<file path="src/hw/cc_comp_pkg.sv">
// package: register map, field layout, limits and timing of the
// capture/compare compensation block
// assumes a single 50 MHz clock and a word-addressed parameter port
`default_nettype none

package cc_comp_pkg;

    // ----------------------------------------
    // clock and timing
    // ----------------------------------------
    localparam int CLK_PERIOD_NS = 20;
    localparam int RATE_WINDOW_NS = 1000000;
    localparam int RATE_WINDOW_CYCLES = RATE_WINDOW_NS / CLK_PERIOD_NS;

    // ----------------------------------------
    // parameter addresses
    // ----------------------------------------
    localparam logic [15:0] ADDR_TRACK_TIME = 16'h0122;
    localparam logic [15:0] ADDR_CAM_PHASE_TIME = 16'h0124;
    localparam logic [15:0] ADDR_CC_OPTIONS = 16'h0126;
    localparam logic [15:0] ADDR_CAPTURE_MASK = 16'h0128;
    localparam logic [15:0] ADDR_CAM_MIN_RATE = 16'h012a;
    localparam logic [15:0] ADDR_ONE_SHOT_OFFSET = 16'h0130;

    // ----------------------------------------
    // reset values and limits
    // ----------------------------------------
    localparam logic [15:0] RST_TRACK_TIME = 16'h0000;
    localparam logic [15:0] RST_CAM_PHASE_TIME = 16'h0000;
    localparam logic [15:0] RST_CC_OPTIONS = 16'h0000;
    localparam logic [31:0] RST_CAPTURE_MASK = 32'h0000_0000;
    localparam logic [15:0] RST_CAM_MIN_RATE = 16'h0000;
    localparam logic [31:0] RST_ONE_SHOT_OFFSET = 32'h0000_0000;
    // time settings in microseconds, i.e. +/-20.000 ms
    localparam int TIME_LIMIT_US = 20000;
    localparam logic signed [15:0] TIME_MAX = 16'sh4e20;
    localparam logic signed [15:0] TIME_MIN = -16'sh4e20;
    // masking range in capture-axis pulses, 100000000
    localparam logic [31:0] MASK_MAX = 32'h05f5_e100;
    localparam int MASK_W = 27;
    // options word: only these bits may be set
    localparam logic [15:0] OPT_LEGAL_MASK = 16'h0101;
    localparam int OPT_CAP_REPEAT_BIT = 0;
    localparam int OPT_CMP_ONE_SHOT_BIT = 8;

    // ----------------------------------------
    // types
    // ----------------------------------------
    typedef struct packed {
        logic wr;
        logic rd;
        logic [15:0] addr;
        logic [31:0] wdata;
    } par_req_t;

    typedef enum logic [0:0] {
        MASK_IDLE = 1'b0,
        MASK_ACTIVE = 1'b1
    } mask_state_t;

endpackage

`default_nettype wire

</file>
<file path="src/hw/cc_comp.sv">
// capture/compare auxiliary settings and compensation logic
// assumes capture and compare engines outside report their events as
// one-cycle strobes and take the offsets and restart from these outputs
`default_nettype none

// Functional notes
// - tracking-error time compensation is applied only while the tracking enable input is 1.
// - the extra tracking distance is the signed extra time, clamped to +/-20.000 ms, times motor speed.
// - while the cam runs, phase shift is cam phase time times (master rate in Kpps minus minimum rate).
// - cam phase compensation happens only when cam phase time is above zero.
// - cam phase compensation happens only when the measured master rate exceeds the minimum rate.
// - with capture option bit 0 set, capture restarts after the last point at the array start address.
// - with compare option bit 8 set, the one-shot offset is cleared after one compare, else it stays.
// - after each captured point, capture events within the masking range of axis pulses are ignored.
// - a masking range of zero disables masking entirely.
module cc_comp
    import cc_comp_pkg::*;
#(
    parameter int RATE_WINDOW = RATE_WINDOW_CYCLES
) (
    // clock and reset
    input wire logic CLK,
    input wire logic RST,
    // parameter port
    input wire logic PAR_WR,
    input wire logic PAR_RD,
    input wire logic [15:0] PAR_ADDR,
    input wire logic [31:0] PAR_WDATA,
    output logic [31:0] PAR_RDATA,
    output logic PAR_RVALID,
    // tracking compensation
    input wire logic TRACK_ENABLE,
    input wire logic [15:0] MOTOR_SPEED,
    output logic [31:0] TRACK_DIST,
    // electronic cam
    input wire logic CAM_RUN,
    input wire logic MASTER_PULSE,
    output logic [15:0] MASTER_RATE,
    output logic [31:0] CAM_PHASE,
    // capture
    input wire logic CAP_EVENT,
    input wire logic CAP_PULSE,
    input wire logic CAP_LAST,
    input wire logic [15:0] CAPTURE_ARRAY_START,
    output logic CAP_ACCEPT,
    output logic CAP_MASKED,
    output logic CAP_RESTART,
    output logic [15:0] CAP_ARRAY_BASE,
    // compare
    input wire logic CMP_DONE,
    output logic [31:0] CMP_OFFSET
);

    // ----------------------------------------
    // parameter registers
    // ----------------------------------------
    par_req_t req;
    logic signed [15:0] track_time_reg, track_time_next;
    logic signed [15:0] cam_phase_time_reg, cam_phase_time_next;
    logic [15:0] cc_options_reg, cc_options_next;
    logic [31:0] capture_mask_reg, capture_mask_next;
    logic signed [15:0] cam_min_rate_reg, cam_min_rate_next;
    logic [31:0] one_shot_offset_reg, one_shot_offset_next;
    logic [31:0] rdata_reg, rdata_next;
    logic rvalid_reg, rvalid_next;
    logic signed [15:0] wtime;

    assign req = '{wr: PAR_WR, rd: PAR_RD, addr: PAR_ADDR, wdata: PAR_WDATA};

    always_comb begin
        track_time_next = track_time_reg;
        cam_phase_time_next = cam_phase_time_reg;
        cc_options_next = cc_options_reg;
        capture_mask_next = capture_mask_reg;
        cam_min_rate_next = cam_min_rate_reg;
        one_shot_offset_next = one_shot_offset_reg;
        rdata_next = 32'h0;
        rvalid_next = req.rd;
        // out-of-range times are clamped, not rejected
        wtime = req.wdata[15:0];
        if (wtime > TIME_MAX) begin
            wtime = TIME_MAX;
        end else if (wtime < TIME_MIN) begin
            wtime = TIME_MIN;
        end
        // a completed compare clears first; a write in the same cycle wins
        if (CMP_DONE && cc_options_reg[OPT_CMP_ONE_SHOT_BIT]) begin
            one_shot_offset_next = 32'h0;
        end
        if (req.wr) begin
            case (req.addr)
                ADDR_TRACK_TIME: track_time_next = wtime;
                ADDR_CAM_PHASE_TIME: cam_phase_time_next = wtime;
                ADDR_CC_OPTIONS: begin
                    if ((req.wdata[15:0] & ~OPT_LEGAL_MASK) == 16'h0) begin
                        cc_options_next = req.wdata[15:0];
                    end
                end
                ADDR_CAPTURE_MASK: begin
                    capture_mask_next = (req.wdata > MASK_MAX) ? MASK_MAX : req.wdata;
                end
                ADDR_CAM_MIN_RATE: cam_min_rate_next = req.wdata[15:0];
                ADDR_ONE_SHOT_OFFSET: one_shot_offset_next = req.wdata;
                default: ;
            endcase
        end
        if (req.rd) begin
            case (req.addr)
                ADDR_TRACK_TIME: rdata_next = {{16{track_time_reg[15]}}, track_time_reg};
                ADDR_CAM_PHASE_TIME: rdata_next = {{16{cam_phase_time_reg[15]}}, cam_phase_time_reg};
                ADDR_CC_OPTIONS: rdata_next = {16'h0, cc_options_reg};
                ADDR_CAPTURE_MASK: rdata_next = capture_mask_reg;
                ADDR_CAM_MIN_RATE: rdata_next = {{16{cam_min_rate_reg[15]}}, cam_min_rate_reg};
                ADDR_ONE_SHOT_OFFSET: rdata_next = one_shot_offset_reg;
                default: rdata_next = 32'h0;
            endcase
        end
    end

    always_ff @(posedge CLK or posedge RST) begin
        if (RST) begin
            track_time_reg <= RST_TRACK_TIME;
            cam_phase_time_reg <= RST_CAM_PHASE_TIME;
            cc_options_reg <= RST_CC_OPTIONS;
            capture_mask_reg <= RST_CAPTURE_MASK;
            cam_min_rate_reg <= RST_CAM_MIN_RATE;
            one_shot_offset_reg <= RST_ONE_SHOT_OFFSET;
            rdata_reg <= 32'h0;
            rvalid_reg <= 1'b0;
        end else begin
            track_time_reg <= track_time_next;
            cam_phase_time_reg <= cam_phase_time_next;
            cc_options_reg <= cc_options_next;
            capture_mask_reg <= capture_mask_next;
            cam_min_rate_reg <= cam_min_rate_next;
            one_shot_offset_reg <= one_shot_offset_next;
            rdata_reg <= rdata_next;
            rvalid_reg <= rvalid_next;
        end
    end

    // ----------------------------------------
    // tracking and cam compensation
    // ----------------------------------------
    logic [15:0] master_rate;
    logic [31:0] track_dist_reg, track_dist_next;
    logic [31:0] cam_phase_reg, cam_phase_next;
    logic signed [17:0] rate_diff;
    logic signed [33:0] cam_prod;
    logic cam_on;

    pulse_rate_meter #(
        .WINDOW_CYCLES(RATE_WINDOW),
        .RATE_W(16)
    ) u_rate (
        .clk(CLK),
        .rst(RST),
        .pulse(MASTER_PULSE),
        .rate(master_rate)
    );

    // products are in microsecond units; the consumer scales by 1/1000
    always_comb begin
        // one bit of headroom: a saturated rate minus a negative minimum must not wrap
        rate_diff = 18'($signed({1'b0, master_rate})) - 18'(cam_min_rate_reg);
        cam_prod = 34'(cam_phase_time_reg) * 34'(rate_diff);
        cam_on = CAM_RUN && (cam_phase_time_reg > 16'sh0000)
            && (rate_diff > 18'sh0);
        cam_phase_next = cam_on ? cam_prod[31:0] : 32'h0;
        track_dist_next = 32'h0;
        if (TRACK_ENABLE) begin
            track_dist_next = 32'(track_time_reg) * 32'($signed(MOTOR_SPEED));
        end
    end

    always_ff @(posedge CLK or posedge RST) begin
        if (RST) begin
            track_dist_reg <= 32'h0;
            cam_phase_reg <= 32'h0;
        end else begin
            track_dist_reg <= track_dist_next;
            cam_phase_reg <= cam_phase_next;
        end
    end

    // ----------------------------------------
    // capture masking and repeat
    // ----------------------------------------
    mask_state_t mask_state_reg, mask_state_next;
    logic [MASK_W-1:0] mask_cnt_reg, mask_cnt_next;
    logic accept_reg, accept_next;
    logic masked_reg, masked_next;
    logic restart_reg, restart_next;
    logic [15:0] base_reg, base_next;

    always_comb begin
        mask_state_next = mask_state_reg;
        mask_cnt_next = mask_cnt_reg;
        accept_next = 1'b0;
        masked_next = 1'b0;
        restart_next = 1'b0;
        base_next = base_reg;
        case (mask_state_reg)
            MASK_IDLE: begin
                if (CAP_EVENT) begin
                    accept_next = 1'b1;
                    if (capture_mask_reg != 32'h0) begin
                        mask_state_next = MASK_ACTIVE;
                        mask_cnt_next = capture_mask_reg[MASK_W-1:0];
                    end
                end
            end
            MASK_ACTIVE: begin
                // a range cleared mid-window ends masking at once
                if (capture_mask_reg == 32'h0) begin
                    mask_state_next = MASK_IDLE;
                    accept_next = CAP_EVENT;
                end else begin
                    masked_next = CAP_EVENT;
                    if (CAP_PULSE) begin
                        mask_cnt_next = mask_cnt_reg - {{(MASK_W-1){1'b0}}, 1'b1};
                        if (mask_cnt_reg == {{(MASK_W-1){1'b0}}, 1'b1}) begin
                            mask_state_next = MASK_IDLE;
                        end
                    end
                end
            end
            default: mask_state_next = MASK_IDLE;
        endcase
        // the array start is sampled here so a restart reuses it
        if (CAP_LAST && cc_options_reg[OPT_CAP_REPEAT_BIT]) begin
            restart_next = 1'b1;
            base_next = CAPTURE_ARRAY_START;
        end
    end

    always_ff @(posedge CLK or posedge RST) begin
        if (RST) begin
            mask_state_reg <= MASK_IDLE;
            mask_cnt_reg <= '0;
            accept_reg <= 1'b0;
            masked_reg <= 1'b0;
            restart_reg <= 1'b0;
            base_reg <= 16'h0;
        end else begin
            mask_state_reg <= mask_state_next;
            mask_cnt_reg <= mask_cnt_next;
            accept_reg <= accept_next;
            masked_reg <= masked_next;
            restart_reg <= restart_next;
            base_reg <= base_next;
        end
    end

    // ----------------------------------------
    // outputs
    // ----------------------------------------
    assign PAR_RDATA = rdata_reg;
    assign PAR_RVALID = rvalid_reg;
    assign TRACK_DIST = track_dist_reg;
    assign CAM_PHASE = cam_phase_reg;
    assign MASTER_RATE = master_rate;
    assign CAP_ACCEPT = accept_reg;
    assign CAP_MASKED = masked_reg;
    assign CAP_RESTART = restart_reg;
    assign CAP_ARRAY_BASE = base_reg;
    assign CMP_OFFSET = one_shot_offset_reg;
endmodule

`default_nettype wire

</file>
<file path="src/hw/pulse_rate_meter.sv">
// pulse rate meter: counts strobes over a fixed window and holds the
// result; with a 1 ms window the count reads directly in Kpps
// assumes the pulse input is a one-cycle strobe synchronous to clk
`default_nettype none

module pulse_rate_meter #(
    parameter int WINDOW_CYCLES = 50000,
    parameter int RATE_W = 16
) (
    input wire logic clk,
    input wire logic rst,
    input wire logic pulse,
    output logic [RATE_W-1:0] rate
);

    logic [31:0] win_reg, win_next;
    logic [RATE_W-1:0] cnt_reg, cnt_next;
    logic [RATE_W-1:0] rate_reg, rate_next;

    always_comb begin
        win_next = win_reg + 32'h1;
        cnt_next = cnt_reg;
        rate_next = rate_reg;
        // saturate rather than wrap so an overrun never reads as slow
        if (pulse && cnt_reg != {RATE_W{1'b1}}) begin
            cnt_next = cnt_reg + {{(RATE_W-1){1'b0}}, 1'b1};
        end
        if (win_reg == 32'(WINDOW_CYCLES - 1)) begin
            win_next = 32'h0;
            rate_next = cnt_next;
            cnt_next = '0;
        end
    end

    always_ff @(posedge clk or posedge rst) begin
        if (rst) begin
            win_reg <= 32'h0;
            cnt_reg <= '0;
            rate_reg <= '0;
        end else begin
            win_reg <= win_next;
            cnt_reg <= cnt_next;
            rate_reg <= rate_next;
        end
    end

    assign rate = rate_reg;

endmodule

`default_nettype wire
</file>
<file path="config.mk">
export PLATFORM = sky130hd
export DESIGN_NAME = cc_comp
export DESIGN_NICKNAME = d
export VERILOG_FILES = /design/src/hw/cc_comp_pkg.sv /design/src/hw/cc_comp.sv /design/src/hw/pulse_rate_meter.sv
export SDC_FILE = /design/constraint.sdc
export NUM_CORES = 2
export LEC_CHECK = 0
export ABC_AREA = 1
export BUFFER_PORTS_ARGS = -buffer_cell sky130_fd_sc_hd__buf_2
export CAP_MARGIN = 10
export CORE_MARGIN = 1.5
export CORE_UTILIZATION = 25
export DETAILED_ROUTE_END_ITERATION = 10
export GPL_TIMING_DRIVEN = 1
export REMOVE_ABC_BUFFERS = 1
export SLEW_MARGIN = 10
export SYNTH_ARGS = -nofsm -noshare
export SYNTH_HDL_FRONTEND = slang
export SYNTH_SLANG_ARGS = --single-unit
</file>
<file path="constraint.sdc">
create_clock -name CLK -period 12.2 [get_ports CLK]
set_clock_uncertainty 0.1 [all_clocks]
set_input_delay 2.44 -clock CLK [delete_from_list [all_inputs] [get_ports CLK]]
set_output_delay 2.44 -clock CLK [all_outputs]
set_load 0.05 [all_outputs]
</file>
Word level (Yosys, flattened, before mapping)

Index checks and enable logic that the tools add are counted.
Widths: inputs -> output; s select.

$add $sub $neg: 4
Multipliers: 2
Divide/modulo/power cells: 0
Order comparisons: 5
Equality and inequality tests: 13
Shift operators: 0
Muxes and demuxes: 30
Bitwise gates (word level): 1
Reduce and logical (&&, ||, !) cells: 14

Operators with widths:

| operator              | count |
|---|---|
| $mux 32               | 8 |
| $pmux 32 s6           | 1 |
| $mux 27               | 4 |
| $eq 16x9->1 const B   | 6 |
| $mux 16               | 4 |
| $pmux 27 s2           | 1 |
| $add 32x1->32 const B | 1 |
| $eq 32x16->1 const B  | 1 |
| $gt 32x27->1 const B  | 1 |
| $logic_not 32->1      | 1 |
| $mul 16x16->32        | 1 |
| $mul 16x18->32        | 1 |
| $reduce_bool 32->1    | 1 |
| $eq 27x1->1 const B   | 1 |
| $sub 27x1->27 const B | 1 |
| $gt 18x1->1 const B   | 1 |
| $sub 17x16->18        | 1 |
| $add 16x1->16 const B | 1 |
| $gt 16x1->1 const B   | 1 |
| $gt 16x16->1 const B  | 1 |
| $logic_not 16->1      | 1 |
| $lt 16x16->1 const B  | 1 |
| $ne 16x16->1 const B  | 1 |
| $mux 1                | 10 |
| 7 further kinds       | 18 |

Register bits: 336
Latch bits: 0
RAM bits: 0
Bits in read-only memories: 0
Output and inout port bits: 164
Memories kept: 0

Depth between registers and ports, before layout

Depth after elaboration: 5
Gate-level depth with buffers: 43
Gate-level depth less buffers: 42

Hierarchy

Synthesis repeated with hierarchy kept, for this count alone.

Cell total of the unflattened synthesis: 4,596
Area total of the unflattened synthesis: 36,995.5 sq um

Modules (own cells, without submodules):

| module           | instances | cells each | area an instance (sq um) |
|---|---|---|---|
| cc_comp          | 1         | 4,088      | 33,266.9 |
| pulse_rate_meter | 1         | 508        | 3,728.6 |

Least setup slack after synthesis

OpenSTA, ideal clock, no wires.

Path type: input to register
Start point: input port MOTOR_SPEED[1]
End point: register track_dist_reg[27], in the netlist TRACK_DIST[27]
Library setup time: 0.071 ns
Data arrival time: 7.603 ns
Required time: 12.029 ns
Path slack: 4.425 ns
Cell stages on the path: 25
Path buffers: 2
Cells stage by stage: clkbuf_1 clkbuf_1 nand2_1 fa_1 inv_1 fa_1 inv_1 fa_1 inv_1 fa_1 inv_1 fa_1 inv_1 fa_1 ha_1 a21oi_1 o21ai_0 a21oi_1 nand3_1 a21o_1 nand3_1 nand2_1 nand2_1 nand2_1 nor2_1

Word-level cells in the longest chain between the ends: 2

Ends and longest elaborated chain:

| what                    | RTL line       | RTL |
|---|---|---|
| from (decl)             | cc_comp.sv:33  | `input wire logic [15:0] MOTOR_SPEED,` |
| $mul 16x16->32          | cc_comp.sv:172 | `track_dist_next = 32'(track_time_reg) * 32'($signed(MOTOR_SPEED));` |
| $mux 32                 | cc_comp.sv:171 | `if (TRACK_ENABLE) begin` |
| via track_dist_next[27] | cc_comp.sv:146 | `logic [31:0] track_dist_reg, track_dist_next;` |
| to (signal assigned)    | cc_comp.sv:181 | `track_dist_reg <= track_dist_next;` |
| to (decl)               | cc_comp.sv:146 |  |

The timed path passes the listed nets, and every way through them passes these cells.
A chain may end at the register's enable or synchronous reset.

Worst setup path after layout

Start point: register u_rate.rate_reg[3], in the netlist u_rate.rate[3]
End point: register cam_phase_reg[25], in the netlist CAM_PHASE[25]

Word-level cells in the longest chain between the ends: 4

Ends and longest elaborated chain:

| what                                                   | RTL line               | RTL |
|---|---|---|
| from (decl)                                            | pulse_rate_meter.sv:18 | `logic [RATE_W-1:0] rate_reg, rate_next;` |
| from (signal assigned)                                 | pulse_rate_meter.sv:43 | `rate_reg <= rate_next;` |
| $sub 17x16->18 *                                       | cc_comp.sv:165         | `rate_diff = 18'($signed({1'b0, master_rate})) - 18'(cam_min_rate_reg);` |
| branches (longest 2 deep; another with $mul 16x18->32) | --                     |  |
| $mux 32 *                                              | cc_comp.sv:169         | `cam_phase_next = cam_on ? cam_prod[31:0] : 32'h0;` |
| via cam_phase_next[25]                                 | cc_comp.sv:147         | `logic [31:0] cam_phase_reg, cam_phase_next;` |
| to (signal assigned)                                   | cc_comp.sv:182         | `cam_phase_reg <= cam_phase_next;` |
| to (decl)                                              | cc_comp.sv:147         |  |

Mark *: on every way through the listed nets, which the timed path passes.

==> impl_metrics.yaml <==
grt:
  track_usage_pct: 15.8
  antenna_found_initial: 13
  grt_overflow: 0
  grt_max_degree: 110
  grt_pass1_vias: 31341
  grt_pass1_wl_mm: 182
yosys:
  ys_types: 59
  ys_seq_area_share_pct: 23.0
  netlist_instances: 4530
  ys_ff_latch: 336
  ys.flop_type: "dfrtp_1"
  synth_area_um2: 36600
  avgSynthCellArea_um2: 8.08
  ys_async_sr_fraction_pct: 100
  ys_warn_count: 0
  synth_edf_count: 0
worst_setup_path:
  worstPathRequired_ns: 12.60
  cp.arrival_ns: 8.35
  cp_num_buf_inv: 6
  critPathSlowestCell: "nand2_1"
  slowest_delay_ns: 0.57
  end_kind: "register"
  startpoint_type: "register"
  path_delay_family: "adder cells"
  path_class: "reg2reg"
  cp_max_fo: 12
drt:
  remaining_drc_errors: 0
  firstDrtPassIters: 6
  drt_iter0_markers: 2238
  drt-wirelength-per-cell_um: 17.5
  via_count: 30491
  via_per_inst: 4.59
  ant_nets: 0
  wl_mm: 116
run_status:
  status: "finished clean"
place:
  hpwl_mm: 93.7
  placed_area_um2: 39800
  globalplace.congestion: 0.927
  post-place-cells: 6556
  portBuffers: 254
power_and_ir_drop:
  p_switching_w: 0.00519
  seqPwrFrac_pct: 13.4
  power.share.clock_pct: 14.8
  power_density_nw_per_um2: 237
  leakage_nw: 22.4
  p_int_w: 0.00461
  finalPower_w: 0.00980
  switching_share_pct: 52.9
  p_comb_share_pct: 71.8
  vdd_drop_max_mv: 0.494
finish:
  final_cell_area_um2: 41400
  fin_cells: 6638
  area_growth_pct: 13.1
  layout-drive-gt1-share_pct: 8.41
  nNetsFinal: 5498
timing:
  min_period_over_period_pct: 65.2
  rsz0062_at_grt: "no"
  max_freq_mhz: 126
  whs_ns: 0.376
  hold_viol: 0
  maxSlewHeadroom_pct: 14.3
  period_needed_ns: 7.95
  drv_slew: 0
  finalSetupTns_ns: 0
  setup_viol: 0
  worst_pin_slew_ns: 1.28
clock_network:
  cts_root_buf: "clkbuf_16"
  cts.clk_slew.worst_paths_ns: 0.06
  cts_post_setup_buffers_inserted: 0
  postCtsResizedCells: 0
  clk_latency_ns: 0.65
  htree_levels: 2
  cts_buffer_depth: 3
  hold_buffers: 0
  cts_sinks: 336
  tritoncts: "built"
  cts-buffers-inserted: 43
die:
  die_h_um: 386
  die_w_um: 386
  initial_core_util_pct: 25.2
  core_um2: 145000
  row_count: 140
  die_area_um2: 149000
  ios: 255
flow_run:
  cap_violations: 0
hold_path:
  hp-class: "reg2reg"
-- synthesized netlist by cell type, types with 11 or more instances --
library cell / count / area share [%]
fa_1: 531 / 29
a211oi_1: 19 / 0.39
ha_1: 192 / 6.6
a31oi_1: 11 / 0.19
xnor2_1: 24 / 0.57
nor4_1: 32 / 0.55
nand3_1: 178 / 2.4
o21ai_0: 193 / 2.6
nand4_1: 43 / 0.74
a22oi_1: 32 / 0.66
a21o_1: 11 / 0.23
o22ai_1: 21 / 0.36
clkinv_1: 12 / 0.12
dfrtp_1: 336 / 23
nor3_1: 39 / 0.53
nor2_1: 454 / 4.7
a21oi_1: 160 / 2.2
clkbuf_1: 146 / 1.5
o21bai_1: 11 / 0.23
inv_1: 1034 / 11
xor2_1: 62 / 1.5
buf_2: 12 / 0.16
nand2_1: 880 / 9.0
-- placed cells by master, fill, tap and decap left out, drive strengths merged, types with 21 or more instances in the layout --
cell    count
ha        192
a21oi     162
xnor2      25
nand2     888
clkbuf     55
nor4       33
nor2      456
nor3       48
inv      1042
nand3     180
a22oi      32
fa        531
dfrtp     336
clkinv     23
o22ai      21
o21ai     194
nand4      43
xor2       62
buf       276
-- through the flow --
stage               worst slack (ns)  util [%]
floorplan                      0.350         -
global placement                3.93      27.4
detailed placement              3.82      27.4
CTS                             4.39      28.4
global route                    3.74      28.4
finish                          4.25      28.4
-- area by class of cell --
cell class,count,area (um2)
Clock buffer,55,1190
Antenna cell,3,7.51
Fill cell,15741,104000
Multi-Input combinational cell,2976,23600
Tap cell,1917,2400
Inverter,1051,3950
Clock inverter,24,392
Timing Repair Buffer,276,1440
Sequential cell,336,8410
-- power groups by stage --
stage / Combinational (W) / Clock, W / Sequential (W)
2_1_floorplan: 0.00499 / 0 / 0.00153
3_3_place_gp: 0.00703 / 0 / 0.00134
3_5_place_dp: 0.00707 / 0 / 0.00134
4_1_cts: 0.00710 / 0.00150 / 0.00132
5_1_grt: 0.00805 / 0.00153 / 0.00133
6_report: 0.00703 / 0.00145 / 0.00131
-- cell families (layout without fill, tap and decap cells) --
family                   Yosys count  in the layout  synth area share (%)
XOR/XNOR                          87             87                  2.10
buffers and inverters           1218           1406                  12.6
multiplexers                       2              2                0.0581
other                              0              3                     0
adder cells (fa/ha/maj)          723            723                  35.6
flip-flops                       336            336                  23.0
AND/OR/NAND/NOR                 1674           1674                  19.0
AO/OA/AOI/OAI                    490            490                  7.68
-- worst min-delay path, stage by stage (launching register included) --
cell and delay [ns]:
dfrtp_1 0.34, nand2_1 0.05, nand2_1 0.05
-- per-layer routing --
metal	global-route usage [%]	wire, um	vias up
met1	21.5	50800	15255
met3	3.58	9070	198
met5	0	102	-
li1	-	-	14011
met4	5.04	3640	16
met2	25.0	52700	1011
-- final timing paths --
check                                              start                       endpoint  slack (ns)  cells past startpoint
max                           u_rate.rate[3]$_DFFE_PP0N_        CAM_PHASE[25]$_DFF_PP0_        4.25                     31
min                        CAP_ARRAY_BASE[3]$_DFFE_PP0P_  CAP_ARRAY_BASE[3]$_DFFE_PP0P_        0.38                      2
max reg2reg                   u_rate.rate[3]$_DFFE_PP0N_        CAM_PHASE[25]$_DFF_PP0_        4.25                     31
min reg2reg                CAP_ARRAY_BASE[3]$_DFFE_PP0P_  CAP_ARRAY_BASE[3]$_DFFE_PP0P_        0.38                      2
max in group asynchronous                            RST   mask_cnt_reg[25]$_DFFE_PP0P_        8.47                      3
min in group asynchronous                            RST        TRACK_DIST[8]$_DFF_PP0_        1.89                      2
(Power assumes the default switching activity.)
